File: src/cbt_pkg.sv
// Shared constants and types for the CAN bit timing configuration block
`default_nettype none
package cbt_pkg;
  // ----------------------------------------------------------------
  // Clock and time
  // ----------------------------------------------------------------
  localparam int CLK_PERIOD_NS = 10;
  localparam int WAKE_FILT_NS  = 100;
  localparam int WAKE_FILT_CYC =
    ((WAKE_FILT_NS + CLK_PERIOD_NS - 1) / CLK_PERIOD_NS < 1) ? 1 :
    (WAKE_FILT_NS + CLK_PERIOD_NS - 1) / CLK_PERIOD_NS;

  // ----------------------------------------------------------------
  // Register map (byte addresses)
  // ----------------------------------------------------------------
  localparam logic [7:0] TIMING_OFS  = 8'h00;
  localparam logic [7:0] FILTER_OFS  = 8'h04;
  localparam logic [7:0] CONTROL_OFS = 8'h08;
  localparam logic [7:0] STATUS_OFS  = 8'h0C;

  // Bit timing register fields
  localparam int WAKE_BIT    = 22;
  localparam int PH2_LSB     = 16;
  localparam int PH2SEL_BIT  = 15;
  localparam int VOTE_BIT    = 14;
  localparam int PH1_LSB     = 11;
  localparam int PROP_LSB    = 8;
  localparam int SJW_LSB     = 6;
  localparam int PRESC_LSB   = 0;
  // Control register: operating state field
  localparam int OPSTATE_LSB = 21;
  localparam logic [2:0] OPSTATE_CONFIG = 3'h4;
  localparam logic [2:0] OPSTATE_RESET  = 3'h4;
  // Status register fields
  localparam int ST_QPB_LSB = 8;
  localparam int ST_SEG_LSB = 16;

  // Information processing time as a length code (2 quanta)
  localparam logic [2:0] IPT_CODE      = 3'h1;
  localparam logic [1:0] MASK_RESERVED = 2'h3;
  localparam int         NUM_FILTERS   = 4;
  localparam int         PRESC_W       = 6;
  localparam int         TQCNT_W       = 7;

  typedef struct packed {
    logic                wake_line_filter_en;
    logic [2:0]          phase2_len;
    logic                phase2_free_select;
    logic                three_point_vote;
    logic [2:0]          phase1_len;
    logic [2:0]          propagation_len;
    logic [1:0]          resync_jump_width;
    logic [PRESC_W-1:0]  quantum_prescale;
  } cbt_timing_type;

  localparam cbt_timing_type TIMING_RESET = 20'h00000;

  typedef struct packed {
    logic       filter_on;
    logic [1:0] mask_pick;
    logic [4:0] dest_buffer_pick;
  } cbt_filter_type;

  localparam logic [31:0] FILTER_RESET = 32'h00000000;

  typedef enum logic [1:0] {SEG_SYNC, SEG_PROP, SEG_PH1, SEG_PH2} cbt_seg_type;
endpackage
`default_nettype wire

File: src/cbt_quantum_gen.sv
// Time quantum prescaler and nominal bit segment sequencer
`default_nettype none
module cbt_quantum_gen
  import cbt_pkg::*;
(
  input  wire logic           hclk,
  input  wire logic           hresetn,
  input  wire logic           run,
  input  wire logic           hard_sync,
  input  wire cbt_timing_type timing,
  input  wire logic [2:0]     ph2_eff,
  output logic                tq_en,
  output logic                sample_pt,
  output cbt_seg_type         seg,
  output logic [2:0]          q_cnt
);
  logic [TQCNT_W-1:0] pre_cnt, next_pre_cnt, tq_last;
  cbt_seg_type        next_seg;
  logic [2:0]         next_q_cnt, seg_last;

  // Quantum lasts 2 x (prescale + 1) module clocks
  assign tq_last = TQCNT_W'({timing.quantum_prescale, 1'b1});
  assign tq_en   = run && !hard_sync && (pre_cnt == tq_last);

  always_comb begin
    case (seg)
      SEG_SYNC: seg_last = 3'h0;
      SEG_PROP: seg_last = timing.propagation_len;
      SEG_PH1:  seg_last = timing.phase1_len;
      default:  seg_last = ph2_eff;
    endcase
  end

  assign sample_pt = tq_en && (seg == SEG_PH1) && (q_cnt == seg_last);

  always_comb begin
    next_pre_cnt = pre_cnt;
    next_seg     = seg;
    next_q_cnt   = q_cnt;
    if (!run) begin
      next_pre_cnt = '0;
      next_seg     = SEG_SYNC;
      next_q_cnt   = '0;
    end else if (hard_sync) begin
      // Edge ends the sync quantum; bit restarts in propagation
      next_pre_cnt = '0;
      next_seg     = SEG_PROP;
      next_q_cnt   = '0;
    end else if (tq_en) begin
      next_pre_cnt = '0;
      if (q_cnt == seg_last) begin
        next_q_cnt = '0;
        case (seg)
          SEG_SYNC: next_seg = SEG_PROP;
          SEG_PROP: next_seg = SEG_PH1;
          SEG_PH1:  next_seg = SEG_PH2;
          default:  next_seg = SEG_SYNC;
        endcase
      end else begin
        next_q_cnt = q_cnt + 3'h1;
      end
    end else begin
      next_pre_cnt = pre_cnt + TQCNT_W'(1);
    end
  end

  always_ff @(posedge hclk or negedge hresetn) begin
    if (!hresetn) begin
      pre_cnt <= '0;
      seg     <= SEG_SYNC;
      q_cnt   <= 3'h0;
    end else begin
      pre_cnt <= next_pre_cnt;
      seg     <= next_seg;
      q_cnt   <= next_q_cnt;
    end
  end

  tq_spacing_a: assert property (@(posedge hclk) disable iff (!hresetn)
    tq_en |=> !tq_en) else $error("quantum shorter than two clocks");
  ph1_len_a: assert property (@(posedge hclk) disable iff (!hresetn)
    sample_pt |-> seg == SEG_PH1 && q_cnt == timing.phase1_len)
    else $error("sample point not at end of phase 1");
  ph2_len_a: assert property (@(posedge hclk) disable iff (!hresetn)
    (tq_en && seg == SEG_PH2 && q_cnt == ph2_eff) |=> seg == SEG_SYNC)
    else $error("phase 2 length wrong");
endmodule
`default_nettype wire

File: src/cbt_line_sampler.sv
// Receive line synchroniser, wake-up filter and bit sampler
`default_nettype none
module cbt_line_sampler
  import cbt_pkg::*;
(
  input  wire logic hclk,
  input  wire logic hresetn,
  input  wire logic rx_pin,
  input  wire logic filt_en,
  input  wire logic vote3,
  input  wire logic tq_en,
  input  wire logic sample_pt,
  output logic      rx_stable,
  output logic      wake_level,
  output logic      rx_bit,
  output logic      rx_bit_valid
);
  localparam int FW = $clog2(WAKE_FILT_CYC + 1);
  logic [2:0]    sync_ff;
  logic          next_rx_stable, next_wake, next_bit, majority;
  logic [FW-1:0] filt_cnt, next_filt_cnt;
  logic [1:0]    hist, next_hist;

  // Stage 0 feeds only stage 1
  always_ff @(posedge hclk or negedge hresetn) begin
    if (!hresetn) begin
      sync_ff <= 3'h7;
    end else begin
      sync_ff <= {sync_ff[1:0], rx_pin};
    end
  end

  assign majority = (hist[0] & hist[1]) | (hist[0] & rx_stable) | (hist[1] & rx_stable);

  always_comb begin
    next_rx_stable = (sync_ff[1] == sync_ff[2]) ? sync_ff[2] : rx_stable;
    next_filt_cnt  = filt_cnt;
    next_wake      = wake_level;
    next_hist      = tq_en ? {hist[0], rx_stable} : hist;
    next_bit       = rx_bit;
    if (!filt_en) begin
      next_wake     = rx_stable;
      next_filt_cnt = '0;
    end else if (rx_stable == wake_level) begin
      next_filt_cnt = '0;
    end else if (filt_cnt == FW'(WAKE_FILT_CYC - 1)) begin
      // Glitches shorter than the filter never reach wake-up
      next_wake     = rx_stable;
      next_filt_cnt = '0;
    end else begin
      next_filt_cnt = filt_cnt + FW'(1);
    end
    if (sample_pt) begin
      next_bit = vote3 ? majority : rx_stable;
    end
  end

  always_ff @(posedge hclk or negedge hresetn) begin
    if (!hresetn) begin
      rx_stable    <= 1'b1;
      wake_level   <= 1'b1;
      filt_cnt     <= '0;
      hist         <= 2'h3;
      rx_bit       <= 1'b1;
      rx_bit_valid <= 1'b0;
    end else begin
      rx_stable    <= next_rx_stable;
      wake_level   <= next_wake;
      filt_cnt     <= next_filt_cnt;
      hist         <= next_hist;
      rx_bit       <= next_bit;
      rx_bit_valid <= sample_pt;
    end
  end

  wake_direct_a: assert property (@(posedge hclk) disable iff (!hresetn)
    !filt_en |=> wake_level == $past(rx_stable))
    else $error("unfiltered wake line does not follow receive line");
  wake_glitch_a: assert property (@(posedge hclk) disable iff (!hresetn)
    (filt_en && $past(filt_en) && rx_stable != wake_level && filt_cnt == '0)
    |=> wake_level == $past(wake_level))
    else $error("wake filter passed a one cycle change");
  vote_pick_a: assert property (@(posedge hclk) disable iff (!hresetn)
    sample_pt |=> rx_bit == ($past(vote3) ? $past(majority) : $past(rx_stable)))
    else $error("sampled bit not taken per sampling mode");
endmodule
`default_nettype wire

File: src/cbt_top.sv
// CAN bit timing configuration block with AHB-Lite register slave
`default_nettype none
module cbt_top
  import cbt_pkg::*;
(
  input  wire logic                   hclk,
  input  wire logic                   hresetn,
  input  wire logic                   hsel,
  input  wire logic [31:0]            haddr,
  input  wire logic [1:0]             htrans,
  input  wire logic                   hwrite,
  input  wire logic [2:0]             hsize,
  input  wire logic [31:0]            hwdata,
  input  wire logic                   hready,
  output logic      [31:0]            hrdata,
  output logic                        hreadyout,
  output logic                        hresp,
  input  wire logic                   rx_pin,
  input  wire logic [NUM_FILTERS-1:0] filter_match,
  output logic                        wake_level,
  output logic                        rx_bit,
  output logic                        rx_bit_valid,
  output logic                        tq_tick,
  output logic                        store_req,
  output logic      [4:0]             store_buf,
  output logic      [1:0]             store_mask
);
  // ----------------------------------------------------------------
  // State
  // ----------------------------------------------------------------
  cbt_timing_type timing, next_timing;
  cbt_filter_type [NUM_FILTERS-1:0] filt, next_filt;
  logic [2:0]  opstate, next_opstate;
  logic        dp_valid, next_dp_valid;
  logic        dp_write, next_dp_write;
  logic [7:0]  dp_addr, next_dp_addr;
  logic        rd_pend, next_rd_pend;
  logic [31:0] next_hrdata;
  logic        next_store_req;
  logic [4:0]  next_store_buf;
  logic [1:0]  next_store_mask;

  logic        addr_take, wr_commit, cfg_mode, run;
  logic [2:0]  ph2_auto, ph2_eff, wr_ph1;
  logic [4:0]  quanta_per_bit;
  logic        rx_stable, rx_prev, hard_sync, sample_pt;
  cbt_seg_type seg;
  logic [2:0]  q_cnt;
  logic [31:0] rd_word;

  // ----------------------------------------------------------------
  // Bus address and data phases
  // ----------------------------------------------------------------
  assign addr_take = hsel && htrans[1] && hready;
  assign wr_commit = dp_valid && dp_write && hready;
  assign hreadyout = !rd_pend;
  assign hresp     = 1'b0;

  always_comb begin
    next_dp_valid = dp_valid;
    next_dp_write = dp_write;
    next_dp_addr  = dp_addr;
    next_rd_pend  = 1'b0;
    if (hready) begin
      next_dp_valid = addr_take && (hsize == 3'h2);
      next_dp_write = hwrite;
      next_dp_addr  = {haddr[7:2], 2'b00};
      // Reads take one wait state so a write just ahead is seen
      next_rd_pend  = addr_take && !hwrite;
    end
  end

  always_ff @(posedge hclk or negedge hresetn) begin
    if (!hresetn) begin
      dp_valid <= 1'b0;
      dp_write <= 1'b0;
      dp_addr  <= 8'h00;
      rd_pend  <= 1'b0;
    end else begin
      dp_valid <= next_dp_valid;
      dp_write <= next_dp_write;
      dp_addr  <= next_dp_addr;
      rd_pend  <= next_rd_pend;
    end
  end

  // ----------------------------------------------------------------
  // Bit timing and control registers
  // ----------------------------------------------------------------
  assign cfg_mode = (opstate == OPSTATE_CONFIG);
  assign run      = !cfg_mode;
  assign wr_ph1   = hwdata[PH1_LSB +: 3];
  assign ph2_auto = (wr_ph1 > IPT_CODE) ? wr_ph1 : IPT_CODE;

  always_comb begin
    next_timing  = timing;
    next_opstate = opstate;
    if (wr_commit && dp_addr == TIMING_OFS && cfg_mode) begin
      next_timing.wake_line_filter_en = hwdata[WAKE_BIT];
      next_timing.phase2_free_select  = hwdata[PH2SEL_BIT];
      next_timing.three_point_vote    = hwdata[VOTE_BIT];
      next_timing.phase1_len          = wr_ph1;
      next_timing.propagation_len     = hwdata[PROP_LSB +: 3];
      next_timing.resync_jump_width   = hwdata[SJW_LSB +: 2];
      next_timing.quantum_prescale    = hwdata[PRESC_LSB +: PRESC_W];
      // Freely programmable only with phase 2 free select set; otherwise hardware loads phase 2 itself
      next_timing.phase2_len = hwdata[PH2SEL_BIT] ? hwdata[PH2_LSB +: 3] : ph2_auto;
    end
    if (wr_commit && dp_addr == CONTROL_OFS) begin
      next_opstate = hwdata[OPSTATE_LSB +: 3];
    end
  end

  always_ff @(posedge hclk or negedge hresetn) begin
    if (!hresetn) begin
      timing  <= TIMING_RESET;
      opstate <= OPSTATE_RESET;
    end else begin
      timing  <= next_timing;
      opstate <= next_opstate;
    end
  end

  // Effective phase 2 length in use by the sequencer
  always_comb begin
    if (timing.phase2_free_select) begin
      ph2_eff = timing.phase2_len;
    end else if (timing.phase1_len > IPT_CODE) begin
      ph2_eff = timing.phase1_len;
    end else begin
      ph2_eff = IPT_CODE;
    end
  end

  assign quanta_per_bit = 5'h4 + 5'(timing.propagation_len)
                        + 5'(timing.phase1_len) + 5'(ph2_eff);

  // ----------------------------------------------------------------
  // Acceptance filter control bytes
  // ----------------------------------------------------------------
  genvar gi;
  generate
    for (gi = 0; gi < NUM_FILTERS; gi++) begin : g_filt
      always_comb begin
        next_filt[gi] = filt[gi];
        if (wr_commit && dp_addr == FILTER_OFS) begin
          next_filt[gi].filter_on = hwdata[8*gi+7];
          if (!filt[gi].filter_on) begin
            next_filt[gi].mask_pick        = hwdata[8*gi+5 +: 2];
            next_filt[gi].dest_buffer_pick = hwdata[8*gi +: 5];
          end
        end
      end
    end
  endgenerate

  always_ff @(posedge hclk or negedge hresetn) begin
    if (!hresetn) begin
      filt <= FILTER_RESET;
    end else begin
      filt <= next_filt;
    end
  end

  // ----------------------------------------------------------------
  // Store request from matching filters
  // ----------------------------------------------------------------
  // Lowest numbered enabled filter wins; reserved mask pick never matches
  always_comb begin
    next_store_req  = 1'b0;
    next_store_buf  = store_buf;
    next_store_mask = store_mask;
    for (int i = NUM_FILTERS - 1; i >= 0; i--) begin
      if (filter_match[i] && filt[i].filter_on && filt[i].mask_pick != MASK_RESERVED) begin
        next_store_req  = 1'b1;
        next_store_buf  = filt[i].dest_buffer_pick;
        next_store_mask = filt[i].mask_pick;
      end
    end
  end

  always_ff @(posedge hclk or negedge hresetn) begin
    if (!hresetn) begin
      store_req  <= 1'b0;
      store_buf  <= 5'h00;
      store_mask <= 2'h0;
    end else begin
      store_req  <= next_store_req;
      store_buf  <= next_store_buf;
      store_mask <= next_store_mask;
    end
  end

  // ----------------------------------------------------------------
  // Line sampling and bit sequencing
  // ----------------------------------------------------------------
  cbt_line_sampler u_sampler (
    .hclk         (hclk),
    .hresetn      (hresetn),
    .rx_pin       (rx_pin),
    .filt_en      (timing.wake_line_filter_en),
    .vote3        (timing.three_point_vote),
    .tq_en        (tq_tick),
    .sample_pt    (sample_pt),
    .rx_stable    (rx_stable),
    .wake_level   (wake_level),
    .rx_bit       (rx_bit),
    .rx_bit_valid (rx_bit_valid)
  );

  // Recessive to dominant edge outside sync restarts the bit
  assign hard_sync = run && rx_prev && !rx_stable && (seg != SEG_SYNC);

  always_ff @(posedge hclk or negedge hresetn) begin
    if (!hresetn) begin
      rx_prev <= 1'b1;
    end else begin
      rx_prev <= rx_stable;
    end
  end

  cbt_quantum_gen u_qgen (
    .hclk      (hclk),
    .hresetn   (hresetn),
    .run       (run),
    .hard_sync (hard_sync),
    .timing    (timing),
    .ph2_eff   (ph2_eff),
    .tq_en     (tq_tick),
    .sample_pt (sample_pt),
    .seg       (seg),
    .q_cnt     (q_cnt)
  );

  // ----------------------------------------------------------------
  // Read data
  // ----------------------------------------------------------------
  always_comb begin
    rd_word = 32'h00000000;
    if (dp_addr == TIMING_OFS) begin
      rd_word[WAKE_BIT]          = timing.wake_line_filter_en;
      rd_word[PH2_LSB +: 3]      = timing.phase2_len;
      rd_word[PH2SEL_BIT]        = timing.phase2_free_select;
      rd_word[VOTE_BIT]          = timing.three_point_vote;
      rd_word[PH1_LSB +: 3]      = timing.phase1_len;
      rd_word[PROP_LSB +: 3]     = timing.propagation_len;
      rd_word[SJW_LSB +: 2]      = timing.resync_jump_width;
      rd_word[PRESC_LSB +: PRESC_W] = timing.quantum_prescale;
    end else if (dp_addr == FILTER_OFS) begin
      rd_word = filt;
    end else if (dp_addr == CONTROL_OFS) begin
      rd_word[OPSTATE_LSB +: 3] = opstate;
    end else if (dp_addr == STATUS_OFS) begin
      rd_word[0] = rx_bit;
      rd_word[1] = wake_level;
      rd_word[2] = rx_stable;
      rd_word[ST_QPB_LSB +: 5] = quanta_per_bit;
      rd_word[ST_SEG_LSB +: 2] = seg;
    end
  end

  assign next_hrdata = rd_pend ? rd_word : hrdata;

  always_ff @(posedge hclk or negedge hresetn) begin
    if (!hresetn) begin
      hrdata <= 32'h00000000;
    end else begin
      hrdata <= next_hrdata;
    end
  end

  // ----------------------------------------------------------------
  // Checks
  // ----------------------------------------------------------------
  timing_lock_a: assert property (@(posedge hclk) disable iff (!hresetn)
    (wr_commit && dp_addr == TIMING_OFS && !cfg_mode) |=> $stable(timing))
    else $error("bit timing changed outside configuration state");
  ph2_auto_a: assert property (@(posedge hclk) disable iff (!hresetn)
    (wr_commit && dp_addr == TIMING_OFS && cfg_mode && !hwdata[PH2SEL_BIT])
    |=> timing.phase2_len >= timing.phase1_len && timing.phase2_len >= IPT_CODE
        && (timing.phase2_len == timing.phase1_len || timing.phase2_len == IPT_CODE))
    else $error("phase 2 not auto-loaded");
  ph2_sel_a: assert property (@(posedge hclk) disable iff (!hresetn)
    !timing.phase2_free_select |-> ph2_eff >= timing.phase1_len && ph2_eff >= IPT_CODE)
    else $error("phase 2 below phase 1 or processing time");
  filt_lock_a: assert property (@(posedge hclk) disable iff (!hresetn)
    (wr_commit && dp_addr == FILTER_OFS && filt[0].filter_on)
    |=> $stable(filt[0].mask_pick) && $stable(filt[0].dest_buffer_pick))
    else $error("filter fields changed while enabled");
  store_buf_a: assert property (@(posedge hclk) disable iff (!hresetn)
    (filter_match[0] && filt[0].filter_on && filt[0].mask_pick != MASK_RESERVED)
    |=> store_req && store_buf == $past(filt[0].dest_buffer_pick))
    else $error("match not stored in destination buffer");
  mask_res_a: assert property (@(posedge hclk) disable iff (!hresetn)
    store_req |-> store_mask != MASK_RESERVED)
    else $error("reserved mask pick produced a store");
  read_wait_a: assert property (@(posedge hclk) disable iff (!hresetn)
    (addr_take && !hwrite && hsize == 3'h2) |=> !hreadyout ##1 hreadyout)
    else $error("read wait state missing");
endmodule
`default_nettype wire

File: config.mk
export PLATFORM = sky130hd
export DESIGN_NAME = cbt_top
export DESIGN_NICKNAME = d
export VERILOG_FILES = /design/src/cbt_pkg.sv /design/src/cbt_quantum_gen.sv /design/src/cbt_line_sampler.sv /design/src/cbt_top.sv
export SDC_FILE = /design/constraint.sdc
export NUM_CORES = 1
export LEC_CHECK = 0
export ABC_AREA = 1
export ABC_CLOCK_PERIOD_IN_PS = 2430
export BUFFER_PORTS_ARGS = -buffer_cell sky130_fd_sc_hd__buf_2
export CORE_UTILIZATION = 44
export CTS_CLUSTER_SIZE = 24
export DETAILED_ROUTE_END_ITERATION = 16
export PLACE_DENSITY = 0.73
export SETUP_SLACK_MARGIN = 0.15
export SLEW_MARGIN = 20
export SYNTH_ARGS = -nofsm -noshare
export SYNTH_HDL_FRONTEND = slang
export SYNTH_HIERARCHICAL = 1
export SYNTH_SLANG_ARGS = --single-unit
File: constraint.sdc
create_clock -name hclk -period 2.43 [get_ports hclk]
set_input_delay 0.243 -clock hclk [delete_from_list [all_inputs] [get_ports hclk]]
set_output_delay 0.243 -clock hclk [all_outputs]
set_load 0.03 [all_outputs]
==> results of run 1 <==
what timing repair did:
item | CTS | global route
setup buffers | 0 | 1
hold buffers | 3 | 0
endpoints found under the hold margin | 42 | 0
gates resized for setup | 1 | 4
pin swaps | 1 | 2
setup endpoints to repair | 3 | 4
placed cells by master (no fill, tap or decap), types with 3 or more instances in the layout:
| cell type | n |
|---|---|
| nand2_1 | 304 |
| dfrtp_1 | 119 |
| buf_2 | 94 |
| nand3_1 | 72 |
| nor2_1 | 71 |
| inv_1 | 67 |
| nand4_1 | 40 |
| o21ai_0 | 39 |
| buf_4 | 21 |
| clkbuf_16 | 17 |
| a21oi_1 | 15 |
| ha_1 | 10 |
| dfstp_2 | 10 |
| clkbuf_8 | 6 |
| clkinv_1 | 5 |
| nand3_2 | 5 |
| mux2_2 | 5 |
| clkinv_2 | 5 |
| nand2_2 | 4 |
| inv_2 | 4 |
| nor3_1 | 3 |
| fa_1 | 3 |
| dlygate4sd3_1 | 3 |
| xor2_1 | 3 |
| nor2_2 | 3 |
| or2_1 | 3 |
cells in the mapped netlist (2+ instances only):
cell type	n	share of area (%)
mux2_2	5	0.87
or2_1	3	0.29
inv_2	4	0.23
o21ai_0	39	3.0
xnor2_1	2	0.27
xor2_1	3	0.41
nand2_1	306	18
clkinv_1	5	0.29
nor3_1	3	0.23
ha_1	11	2.1
nor2_2	4	0.39
dfrtp_1	120	46
dfstp_2	10	4.1
nand3_1	73	5.6
nand2_2	2	0.19
inv_1	67	3.9
nor2_1	71	4.1
nand3_2	4	0.62
buf_2	5	0.39
a21oi_1	15	1.2
nand4_1	40	3.9
fa_1	4	1.2
clkbuf_1	18	1.0
nor3_4	2	0.50
worst max-delay path, delay by kind of cell, from the launching register on:
kind,cells,cell delay (ps)
fa+ha+maj,4,1420
simple gates,5,520
flops,1,400
compound gates,1,150
kinds of logic (layout without fill, tap and decap cells):
kind of cell    Yosys count  in the layout  share of synthesized area (%)
simple gates            510            510                           33.8
flops                   130            130                           50.5
buf+inv                 102            228                           6.19
mux                       5              5                          0.870
compound gates           56             56                           4.43
other cells               1              1                         0.0579
fa+ha+maj                16             16                           3.52
xor+xnor                  5              5                          0.677
through the flow:
step,power (W),hold slack (ps),instances
4_1_cts,0.00603,17.8,1130
2_1_floorplan,0.00314,-52.6,825
3_3_place_gp,0.00341,319,1095
6_report,0.00602,29.3,1131
5_1_grt,0.00631,41.9,1131
3_5_place_dp,0.00343,317,1095
metal layers:
layer	GRT usage, %	vias to the layer above	routed length [microns]
met1	31.9	2779	7480
met5	0	-	0
met2	38.1	162	7850
met4	9.04	0	284
li1	-	2876	-
met3	4.34	24	798
area by class of cell:
type,count,area share [%]
multi-input combinational,593,35.9
clock inverter,9,1.28
tap,180,2.85
clock buffer,23,6.42
sequential,130,41.3
timing repair buffer,120,8.67
inverter,76,3.61
power by group through the flow:
stage	registers [W]	clock network (W)	logic (W)
after floorplan	0.00248	0	0.000659
after global placement	0.00248	0	0.000931
after detailed placement	0.00248	0	0.000951
after CTS	0.00245	0.00262	0.000962
after global routing	0.00247	0.00272	0.00112
final	0.00245	0.00260	0.000963
registers in the layout (all words and copies together) (netlist names):
register                count
dp_addr                     6
dp_valid                    1
dp_write                    1
filt                       32
hrdata                     32
opstate                     3
rd_pend                     1
rx_prev                     1
store_buf                   5
store_mask                  2
store_req                   1
timing                     20
u_qgen/pre_cnt              7
u_qgen/q_cnt                3
u_qgen/seg                  2
u_sampler/filt_cnt          4
u_sampler/hist              2
u_sampler/rx_bit            1
u_sampler/rx_bit_valid      1
u_sampler/rx_stable         1
u_sampler/sync_ff           3
u_sampler/wake_level        1
worst max-delay path by stage:
stage | end | slack [ps] | cells past startpoint
floorplan | hrdata[11] | -140 | 10
global placement | hrdata[11] | -130 | 10
detailed placement | hrdata[11] | -160 | 10
CTS | hrdata[11] | -160 | 10
global route | hrdata[11] | -230 | 10
finish | hrdata[11] | -160 | 10
==> metrics.csv, run 1 <==
stage,metric,value,unit
synthesis,Netlist cell types,33,
place,worst slack at placement,-159,ps
sta,Max-Slew Margin vs Limit,49.8,%
detailed_routing,Via density,5.16,
layout,# diodes,0,
place,dpl cell area,7250,sq um
sta,Setup Skew,5.45,ps
run_status,violated checks,setup timing,
clock_tree,latest clock arrival within the worst-skew pair,420,ps
sta,Peak Freq,0.386,GHz
layout,FF+latch area,3270,sq um
pwr,Max VDD drop,451,uV
run_status,status,"complete, but fails checks",
floorplan,I/O pins,125,
setup_path,"Top cell by count, worst path",nand2_1,
detailed_routing,DRC,0,
detailed_routing,wire length per cell,14.5,microns
floorplan,die span in x,123,microns
detailed_routing,total wire length,16400,microns
sta,Tcrit/Tclk final,107,%
pwr,Pint,0.00432,W
clock_tree,Sink Count,130,
floorplan,die height,123,microns
pwr,Clock power frac,43.3,%
synthesis,Mapped Nets,919,
pwr,LEAKAGE,4.38,nW
setup_path,CP max stage cell,fa_1,
pwr,combinational share of power,16.0,%
clock_tree,CTS tree,yes,
layout,fill count,1292,
place,Detail Placement HPWL,12100,microns
setup_path,R2R Path End,hrdata[11],
detailed_routing,via count,5841,
flow_run,total of max-cap violations,0,
clock_tree,Clock transition at path regs,50,ps
global_routing,GRT overflow,0,
sta,Slew Limit Fails,0,
clock_tree,H-tree levels,4,
synthesis,mean post-synth cell area,7.85,sq um
pwr,Net Switching,0.00170,W
synthesis,"flops & latches, synth",130,
sta,fin worst setup slack,-159,ps
worst_hold_path,hold path cells,3,
synthesis,synthesized cell area,6470,sq um
synthesis,asr flop ratio synth,100,%
layout,Final Cell Area,7910,sq um
pwr,Seq pwr share,40.7,%
layout,area of the multi-input gates,2840,sq um
sta,Worst-Margin Slew,751,ps
clock_tree,CTS Buf Count,17,
worst_hold_path,Hold Path Origin,haddr[2],
global_routing,vias in the first global route,5586,
detailed_routing,TritonRoute pass-1 iters,5,
clock_tree,clock root buffer,clkbuf_16,
floorplan,Rows,43,
place,routability cong.,0.916,
synthesis,yosys warns,6,
synthesis,post-synthesis sequential area ratio,50.5,%
global_routing,antenna violations before repair,0,
setup_path,largest fanout on the critical path,2,
pwr,pwr/cell area,761,nW/um^2
setup_path,Critical Path AT,2900,ps
sta,final setup vio count,2,
sta,Tmin final,2590,ps
synthesis,Synth Flop Type,dfrtp_1,
layout,Post-Route Utilization,56.1,%
setup_path,R2R cell count,10,
layout,share of cells above drive strength 1,19.8,%
layout,P&R area growth vs syn,22.3,%
sta,TNS Setup,-201,ps
pwr,switch share,28.2,%
setup_path,Critical Path RT,2740,ps
floorplan,Core Footprint,14100,sq um
setup_path,critical path startpoint,timing[15],
floorplan,initial cell density of the core,45.9,%
synthesis,Cells after Synth,825,
setup_path,crit path kind,flip-flop to flip-flop,
place,PortBufs,96,
floorplan,die area,15200,sq um
setup_path,worst-path cell chain,"or2_4, a21boi_4, fa_2, fa_1, ha_2, fa_1, nand2_1, nand3_1, nand2_1, nand2_1",
sta,final hold vios,0,
global_routing,pin count of the biggest net entering global routing,52,
worst_hold_path,Hold Path Class,input port to flip-flop,
sta,RSZ-0062 raised after global routing,yes,
setup_path,CP endpoint kind,flip-flop,
clock_tree,clock buffer depth,2,
layout,final net count,1032,
detailed_routing,DRC violation total after the first TritonRoute iteration,383,
synthesis,number of synthesized flops with an enable pin,0,
setup_path,crit start category,flip-flop,
global_routing,gr usage total,23.7,%
setup_path,Critical R2R Launch,timing[15],
worst_hold_path,hold path endpoint,dp_addr[2],
detailed_routing,antenna-violating nets left,0,
global_routing,first-pass GRT wire length,27300,microns
setup_path,flop2flop setup slack,-160,ps
setup_path,"slowest stage delay, CP",490,ps
No activity file was read; power rests on OpenSTA's default activity.
==> inputs of run 2 (changes only) <==
--- a/config.mk
+++ b/config.mk
@@ -6,12 +6,13 @@
 export NUM_CORES = 1
 export LEC_CHECK = 0
 export ABC_AREA = 1
-export ABC_CLOCK_PERIOD_IN_PS = 2430
+export ABC_CLOCK_PERIOD_IN_PS = 2500
 export BUFFER_PORTS_ARGS = -buffer_cell sky130_fd_sc_hd__buf_2
 export CORE_UTILIZATION = 44
+export CTS_BUF_LIST = sky130_fd_sc_hd__clkbuf_4 sky130_fd_sc_hd__clkbuf_8
 export CTS_CLUSTER_SIZE = 24
 export DETAILED_ROUTE_END_ITERATION = 16
-export PLACE_DENSITY = 0.73
+export PLACE_DENSITY = 0.71
 export SETUP_SLACK_MARGIN = 0.15
 export SLEW_MARGIN = 20
 export SYNTH_ARGS = -nofsm -noshare
==> constraint.sdc (replaced) <==
create_clock -name hclk -period 2.5 [get_ports hclk]
set_input_delay 0.25 -clock hclk [delete_from_list [all_inputs] [get_ports hclk]]
set_output_delay 0.25 -clock hclk [all_outputs]
set_load 0.03 [all_outputs]
==> run 2 against run 1 <==
Against the previous run: the run still ends with setup timing left; clock skew grew 4.9 ps; fmax shrank 0.86%; flip-flop and latch count is the same; utilization shrank 1.5 points; wire length shrank 2.2%; total power shrank 14%; clock-buffer cell count grew 4; critical path type unchanged.
==> metrics.csv, run 2 (same netlist as run 1, synthesis figures left out) <==
stage,metric,value,unit
layout,final net count,1029,
detailed_routing,wire length per cell,14.2,microns
worst_hold_path,Hold Path Class,input port to flip-flop,
place,Detail Placement HPWL,11800,microns
detailed_routing,DRC violation total after the first TritonRoute iteration,419,
detailed_routing,antenna-violating nets left,0,
setup_path,CP max stage cell,fa_1,
floorplan,die height,123,microns
flow_run,total of max-cap violations,0,
run_status,violated checks,setup timing,
sta,Tcrit/Tclk final,104,%
layout,# diodes,0,
floorplan,initial cell density of the core,45.9,%
setup_path,crit start category,flip-flop,
detailed_routing,TritonRoute pass-1 iters,5,
setup_path,"slowest stage delay, CP",500,ps
pwr,pwr/cell area,669,nW/um^2
sta,Max-Slew Margin vs Limit,50.9,%
clock_tree,CTS Buf Count,17,
global_routing,gr usage total,23.1,%
layout,share of cells above drive strength 1,19.1,%
worst_hold_path,hold path endpoint,timing[6],
global_routing,pin count of the biggest net entering global routing,58,
sta,final hold vios,0,
layout,biggest regs,"filt x32, hrdata x32, timing x20",
detailed_routing,via count,5751,
setup_path,Critical R2R Launch,timing[15],
setup_path,"Top cell by count, worst path",nand2_1,
place,cell total after placement,1091,
layout,P&R area growth vs syn,19.0,%
sta,fin worst setup slack,-111,ps
pwr,Max VDD drop,336,uV
detailed_routing,total wire length,16100,microns
clock_tree,H-tree levels,4,
floorplan,Core Footprint,14100,sq um
sta,final setup vio count,1,
worst_hold_path,hold path cells,3,
floorplan,die area,15200,sq um
sta,Slew Limit Fails,0,
layout,fill count,1378,
setup_path,crit path kind,flip-flop to flip-flop,
setup_path,flop2flop setup slack,-110,ps
global_routing,GRT overflow,0,
global_routing,first-pass GRT wire length,26800,microns
place,routability cong.,0.907,
global_routing,antenna violations before repair,0,
setup_path,Critical Path AT,2950,ps
sta,Worst-Margin Slew,734,ps
sta,Setup Skew,10.3,ps
setup_path,R2R cell count,10,
clock_tree,latest clock arrival within the worst-skew pair,450,ps
floorplan,Rows,43,
detailed_routing,DRC,0,
place,worst slack at placement,-113,ps
layout,Post-Route Utilization,54.6,%
layout,most frequent cells in the layout,"nand2_1, dfrtp_1, buf_2",
detailed_routing,Via density,5.10,
clock_tree,Sink Count,130,
clock_tree,Clock transition at path regs,80,ps
run_status,status,"complete, but fails checks",
worst_hold_path,Hold Path Origin,hwdata[6],
global_routing,vias in the first global route,5396,
pwr,LEAKAGE,4.28,nW
setup_path,largest fanout on the critical path,3,
layout,final cell count without fillers,1128,
setup_path,worst-path cell chain,"or2_4, a21boi_4, fa_2, fa_1, ha_2, fa_1, nand2_1, nand3_1, nand2_1, nand2_1",
clock_tree,clock buffer depth,2,
clock_tree,CTS tree,yes,
setup_path,Critical Path RT,2840,ps
setup_path,R2R Path End,hrdata[11],
clock_tree,clock root buffer,clkbuf_8,
layout,"leading cell type in the layout, fill and taps excluded",nand2_1,
place,PortBufs,96,
sta,Peak Freq,0.383,GHz
floorplan,die span in x,123,microns
floorplan,I/O pins,125,
setup_path,CP endpoint kind,flip-flop,
pwr,Design Power,0.00515,W
sta,RSZ-0062 raised after global routing,yes,
sta,Tmin final,2610,ps
## run 2: what timing repair did
item | 4_1_cts | 5_1_grt
setup buffers | 0 | 0
gates cloned | 0 | 0
setup endpoints to repair | 3 | 4
endpoints found under the hold margin | 39 | 0
pin swaps | 1 | 0
hold buffers | 5 | 0
gates resized for setup | 1 | 2
## run 2: area by class of cell
| type | count | area (sq um) | share of cell area [%] |
|---|---|---|---|
| clock buffers | 27 | 334 | 4.34 |
| clock inverters | 5 | 75.1 | 0.975 |
| inverters | 76 | 285 | 3.70 |
| multi-input cells | 593 | 2830 | 36.8 |
| flip-flops and latches | 130 | 3270 | 42.4 |
| well taps | 180 | 225 | 2.92 |
| repair buffers | 117 | 681 | 8.84 |
## run 2: routing by layer
layer  routed length (microns)  global-route usage (%)
met3                       817                    4.52
met1                      7410                    32.1
met4                       255                    8.28
met5                         0                       0
met2                      7580                    36.0
## run 2: worst max-delay path by stage
| stage | start | endpoint | slack (ps) | cells after the start |
|---|---|---|---|---|
| final | timing[15] | hrdata[11] | -110 | 10 |
| after global routing | timing[15] | hrdata[11] | -160 | 10 |
| after CTS | timing[15] | hrdata[11] | -100 | 10 |
| after detailed placement | timing[15] | hrdata[11] | -110 | 10 |
| after global placement | timing[15] | hrdata[11] | -60 | 10 |
| after floorplan | timing[15] | hrdata[11] | -70 | 10 |
## run 2: per-stage QoR
step | area [sq um] | TNS, ps | hold slack [ps]
final | 7700 | -111 | 30.0
after global routing | 7700 | -223 | 15.2
after CTS | 7690 | -95.9 | 7.43
after detailed placement | 7230 | -113 | 296
after global placement | 7230 | -58.1 | 296
after floorplan | 6490 | -69.3 | -45.6
## run 2: worst max-delay path: cells and delay by family (launching register included)
kind / cells / cell delay (ps)
adders and majority gates: 4 / 1430
and+or+nand+nor: 5 / 540
DFF: 1 / 400
AOI/OAI and AO/OA: 1 / 150
## run 2: power by group
group | leakage [nW] | switching [W] | internal, W
Sequential | 1.73 | 0.000128 | 0.00225
Clock | 0.219 | 0.000776 | 0.00105
Combinational | 2.33 | 0.000613 | 0.000329
==> inputs of run 3 (changes only) <==
--- a/config.mk
+++ b/config.mk
@@ -5,7 +5,6 @@
 export SDC_FILE = /design/constraint.sdc
 export NUM_CORES = 1
 export LEC_CHECK = 0
-export ABC_AREA = 1
 export ABC_CLOCK_PERIOD_IN_PS = 2500
 export BUFFER_PORTS_ARGS = -buffer_cell sky130_fd_sc_hd__buf_2
 export CORE_UTILIZATION = 44
==> run 3 against run 2 <==
Against the previous run: the run still ends with setup timing left; sequential share of layout area grew 1.2 points; worst setup slack lost 110 ps; critical endpoint unchanged; first-iteration DRC count shrank 12%; clock-buffer cell count shrank 4; non-clock buffer count grew 5; fmax shrank 4.0%; area after synthesis shrank 4.6%; largest cell class unchanged.
==> metrics.csv, run 3 <==
stage,metric,value,unit
run_status,status,"complete, but fails checks",
run_status,violated checks,setup timing,
floorplan,Rows,42,
place,Detail Placement HPWL,11000,microns
synthesis,number of synthesized flops with an enable pin,0,
sta,Tmin final,2720,ps
pwr,Net Switching,0.00164,W
global_routing,gr usage total,22.1,%
sta,RSZ-0062 raised after global routing,yes,
synthesis,XOR/XNOR share of the synthesized area,2.94,%
detailed_routing,antenna-violating nets left,0,
floorplan,die span in x,120,microns
synthesis,share of the synthesized area in the top cell type,48.6,%
clock_tree,H-tree levels,4,
clock_tree,clock root buffer,clkbuf_8,
pwr,Clock power frac,37.2,%
setup_path,largest fanout on the critical path,2,
synthesis,Synth top cells by count,"dfrtp_1, mux2_2, nor2_1, nand2_1, o2bb2ai_1",
sta,final setup vio count,2,
pwr,Design Power,0.00564,W
detailed_routing,wire length per cell,18.8,microns
sta,Setup Skew,8.25,ps
detailed_routing,TritonRoute pass-1 iters,5,
clock_tree,Clock transition at path regs,80,ps
layout,share of cells above drive strength 1,41.6,%
synthesis,largest family of logic cells by synthesized area,multiplexers,
setup_path,crit path kind,flip-flop to flip-flop,
sta,final hold vios,0,
floorplan,Core Footprint,13500,sq um
setup_path,Critical Path AT,3050,ps
pwr,combinational share of power,19.3,%
layout,biggest regs,"filt x32, hrdata x32, timing x20",
place,PortBufs,96,
synthesis,Post-Synth Simple-Gate Area,10.0,%
synthesis,Mapped Nets,591,
detailed_routing,via count,4496,
synthesis,adder-cell share of the synthesized area,3.69,%
floorplan,die height,120,microns
synthesis,synth top area cells,"dfrtp_1, mux2_2, mux2_4",
synthesis,Synth Area in Compound Gates,11.4,%
synthesis,Synth Flop Type,dfrtp_1,
floorplan,die area,14500,sq um
global_routing,vias in the first global route,4511,
setup_path,CP endpoint kind,flip-flop,
floorplan,initial cell density of the core,45.9,%
setup_path,Critical Path RT,2830,ps
synthesis,Cells after Synth,497,
global_routing,M3 GR Usage,5.66,%
synthesis,"count leader, synth",dfrtp_1,
detailed_routing,DRC,0,
clock_tree,post-CTS setup repair buffer count,0,
synthesis,yosys warns,6,
synthesis,mean post-synth cell area,12.4,sq um
layout,# diodes,0,
detailed_routing,Via density,5.56,
clock_tree,Sink Count,130,
global_routing,antenna violations before repair,0,
pwr,LEAKAGE,3.68,nW
place,dpl cell area,6980,sq um
pwr,Seq pwr share,43.6,%
detailed_routing,total wire length,15200,microns
clock_tree,latest clock arrival within the worst-skew pair,460,ps
clock_tree,clock buffer depth,2,
floorplan,I/O pins,125,
layout,P&R area growth vs syn,21.3,%
sta,TNS Setup,-353,ps
worst_hold_path,Hold Path Class,input port to flip-flop,
sta,Tcrit/Tclk final,109,%
layout,fill count,1190,
layout,final net count,713,
place,routability cong.,0.856,
global_routing,first-pass GRT wire length,24000,microns
synthesis,asr flop ratio synth,100,%
global_routing,GRT overflow,0,
pwr,switch share,29.0,%
setup_path,crit start category,flip-flop,
layout,most frequent cells in the layout,"dfrtp_1, buf_2, mux2_2",
detailed_routing,DRC violation total after the first TritonRoute iteration,367,
pwr,pwr/cell area,754,nW/um^2
synthesis,synthesized cell area,6170,sq um
clock_tree,CTS Buf Count,17,
sta,fin worst setup slack,-219,ps
synthesis,post-synthesis sequential area ratio,52.9,%
synthesis,Netlist cell types,62,
synthesis,Synth area leader,dfrtp_1,
sta,Max-Slew Margin vs Limit,52.0,%
sta,Slew Limit Fails,0,
layout,"leading cell type in the layout, fill and taps excluded",dfrtp_1,
synthesis,"flops & latches, synth",130,
global_routing,GRT met1 Usage,29.1,%
layout,Final Cell Area,7490,sq um
sta,Peak Freq,0.368,GHz
sta,Worst-Margin Slew,720,ps
pwr,Pint,0.00400,W
pwr,Max VDD drop,344,uV
flow_run,total of max-cap violations,0,
clock_tree,CTS tree,yes,
global_routing,met2 Resource Use GR,34.3,%
synthesis,mux share of post-synthesis cell area,16.2,%
global_routing,Top Usage Layer GRT,met2,
global_routing,pin count of the biggest net entering global routing,131,
-- run 3: cell types whose count changed after synthesis, moves of 16 or more --
cell	change
mux2_4	+19
nand2_1	-284
nand4_1	-36
nand3_1	-63
inv_1	-48
o2bb2ai_1	+21
a221oi_1	+16
mux2_2	+55
nor2_1	-28
o21ai_0	-35
-- run 3: per-stage QoR --
stage / util (%) / hold slack (ps) / cells / worst slack, ps
CTS: 55.6 / 6.06 / 808 / -226
global route: 55.7 / 7.86 / 808 / -262
finish: 55.7 / 23.6 / 808 / -219
floorplan: - / -45.6 / 497 / -202
global placement: 51.9 / 347 / 774 / -188
detailed placement: 51.9 / 347 / 774 / -277
-- run 3: power groups by stage --
| stage | Clock [W] | Sequential [W] | Combinational [W] |
|---|---|---|---|
| 2_1_floorplan | 0 | 0.00262 | 0.000588 |
| 3_3_place_gp | 0 | 0.00248 | 0.00105 |
| 3_5_place_dp | 0 | 0.00249 | 0.00106 |
| 4_1_cts | 0.00213 | 0.00246 | 0.00108 |
| 5_1_grt | 0.00222 | 0.00248 | 0.00118 |
| 6_report | 0.00210 | 0.00246 | 0.00109 |
-- run 3: kinds of logic (layout without fill, tap and decap cells) --
kind of cell / Yosys count / after routing
compound gates: 90 / 90
xor+xnor: 19 / 19
mux: 83 / 83
simple gates: 120 / 120
fa+ha+maj: 16 / 16
buf+inv: 38 / 173
flops: 130 / 130
other cells: 1 / 1
-- run 3: worst max-delay path: stages, from the launching register on --
cell and delay [ps]:
dfrtp_1 390, mux2_4 310, fa_2 340, fa_1 500
ha_2 170, fa_1 410, mux2_4 280, a22oi_2 120
o2bb2ai_1 80
-- run 3: cell type report --
cell class	count	area, sq um	area share, %
inverters	19	71.3	0.953
multi-input cells	329	2760	36.9
clock inverters	9	178	2.37
clock buffers	23	292	3.89
flip-flops and latches	130	3270	43.6
well taps	176	220	2.94
repair buffers	122	698	9.32
-- run 3: final timing paths --
path / start / endpoint / slack (ps) / cells past startpoint
setup / recovery: timing[15] / hrdata[11] / -220 / 8
hold / removal: hwdata[24] / filt[24] / 20 / 2
setup reg to reg: timing[15] / hrdata[11] / -220 / 8
hold reg to reg: u_sampler/sync_ff[0] / u_sampler/sync_ff[1] / 360 / 0
max in group asynchronous: hresetn / u_qgen/q_cnt[0] / 1520 / 3
min in group asynchronous: hresetn / hrdata[9] / 410 / 3
-- run 3: layer usage --
metal | share of wire [%] | wire length (microns) | vias up
met5 | 0 | 0 | -
met4 | 2.2 | 341 | 0
met1 | 45 | 6780 | 2279
li1 | - | - | 2047
met3 | 4.8 | 733 | 26
met2 | 48 | 7330 | 144
-- run 3: timing repair --
item                       4_1_cts  5_1_grt
pin swaps                        1        0
hold buffers                     2        0
resized for setup                3        4
hold endpoints to repair       121        0
setup endpoints to repair        4        5
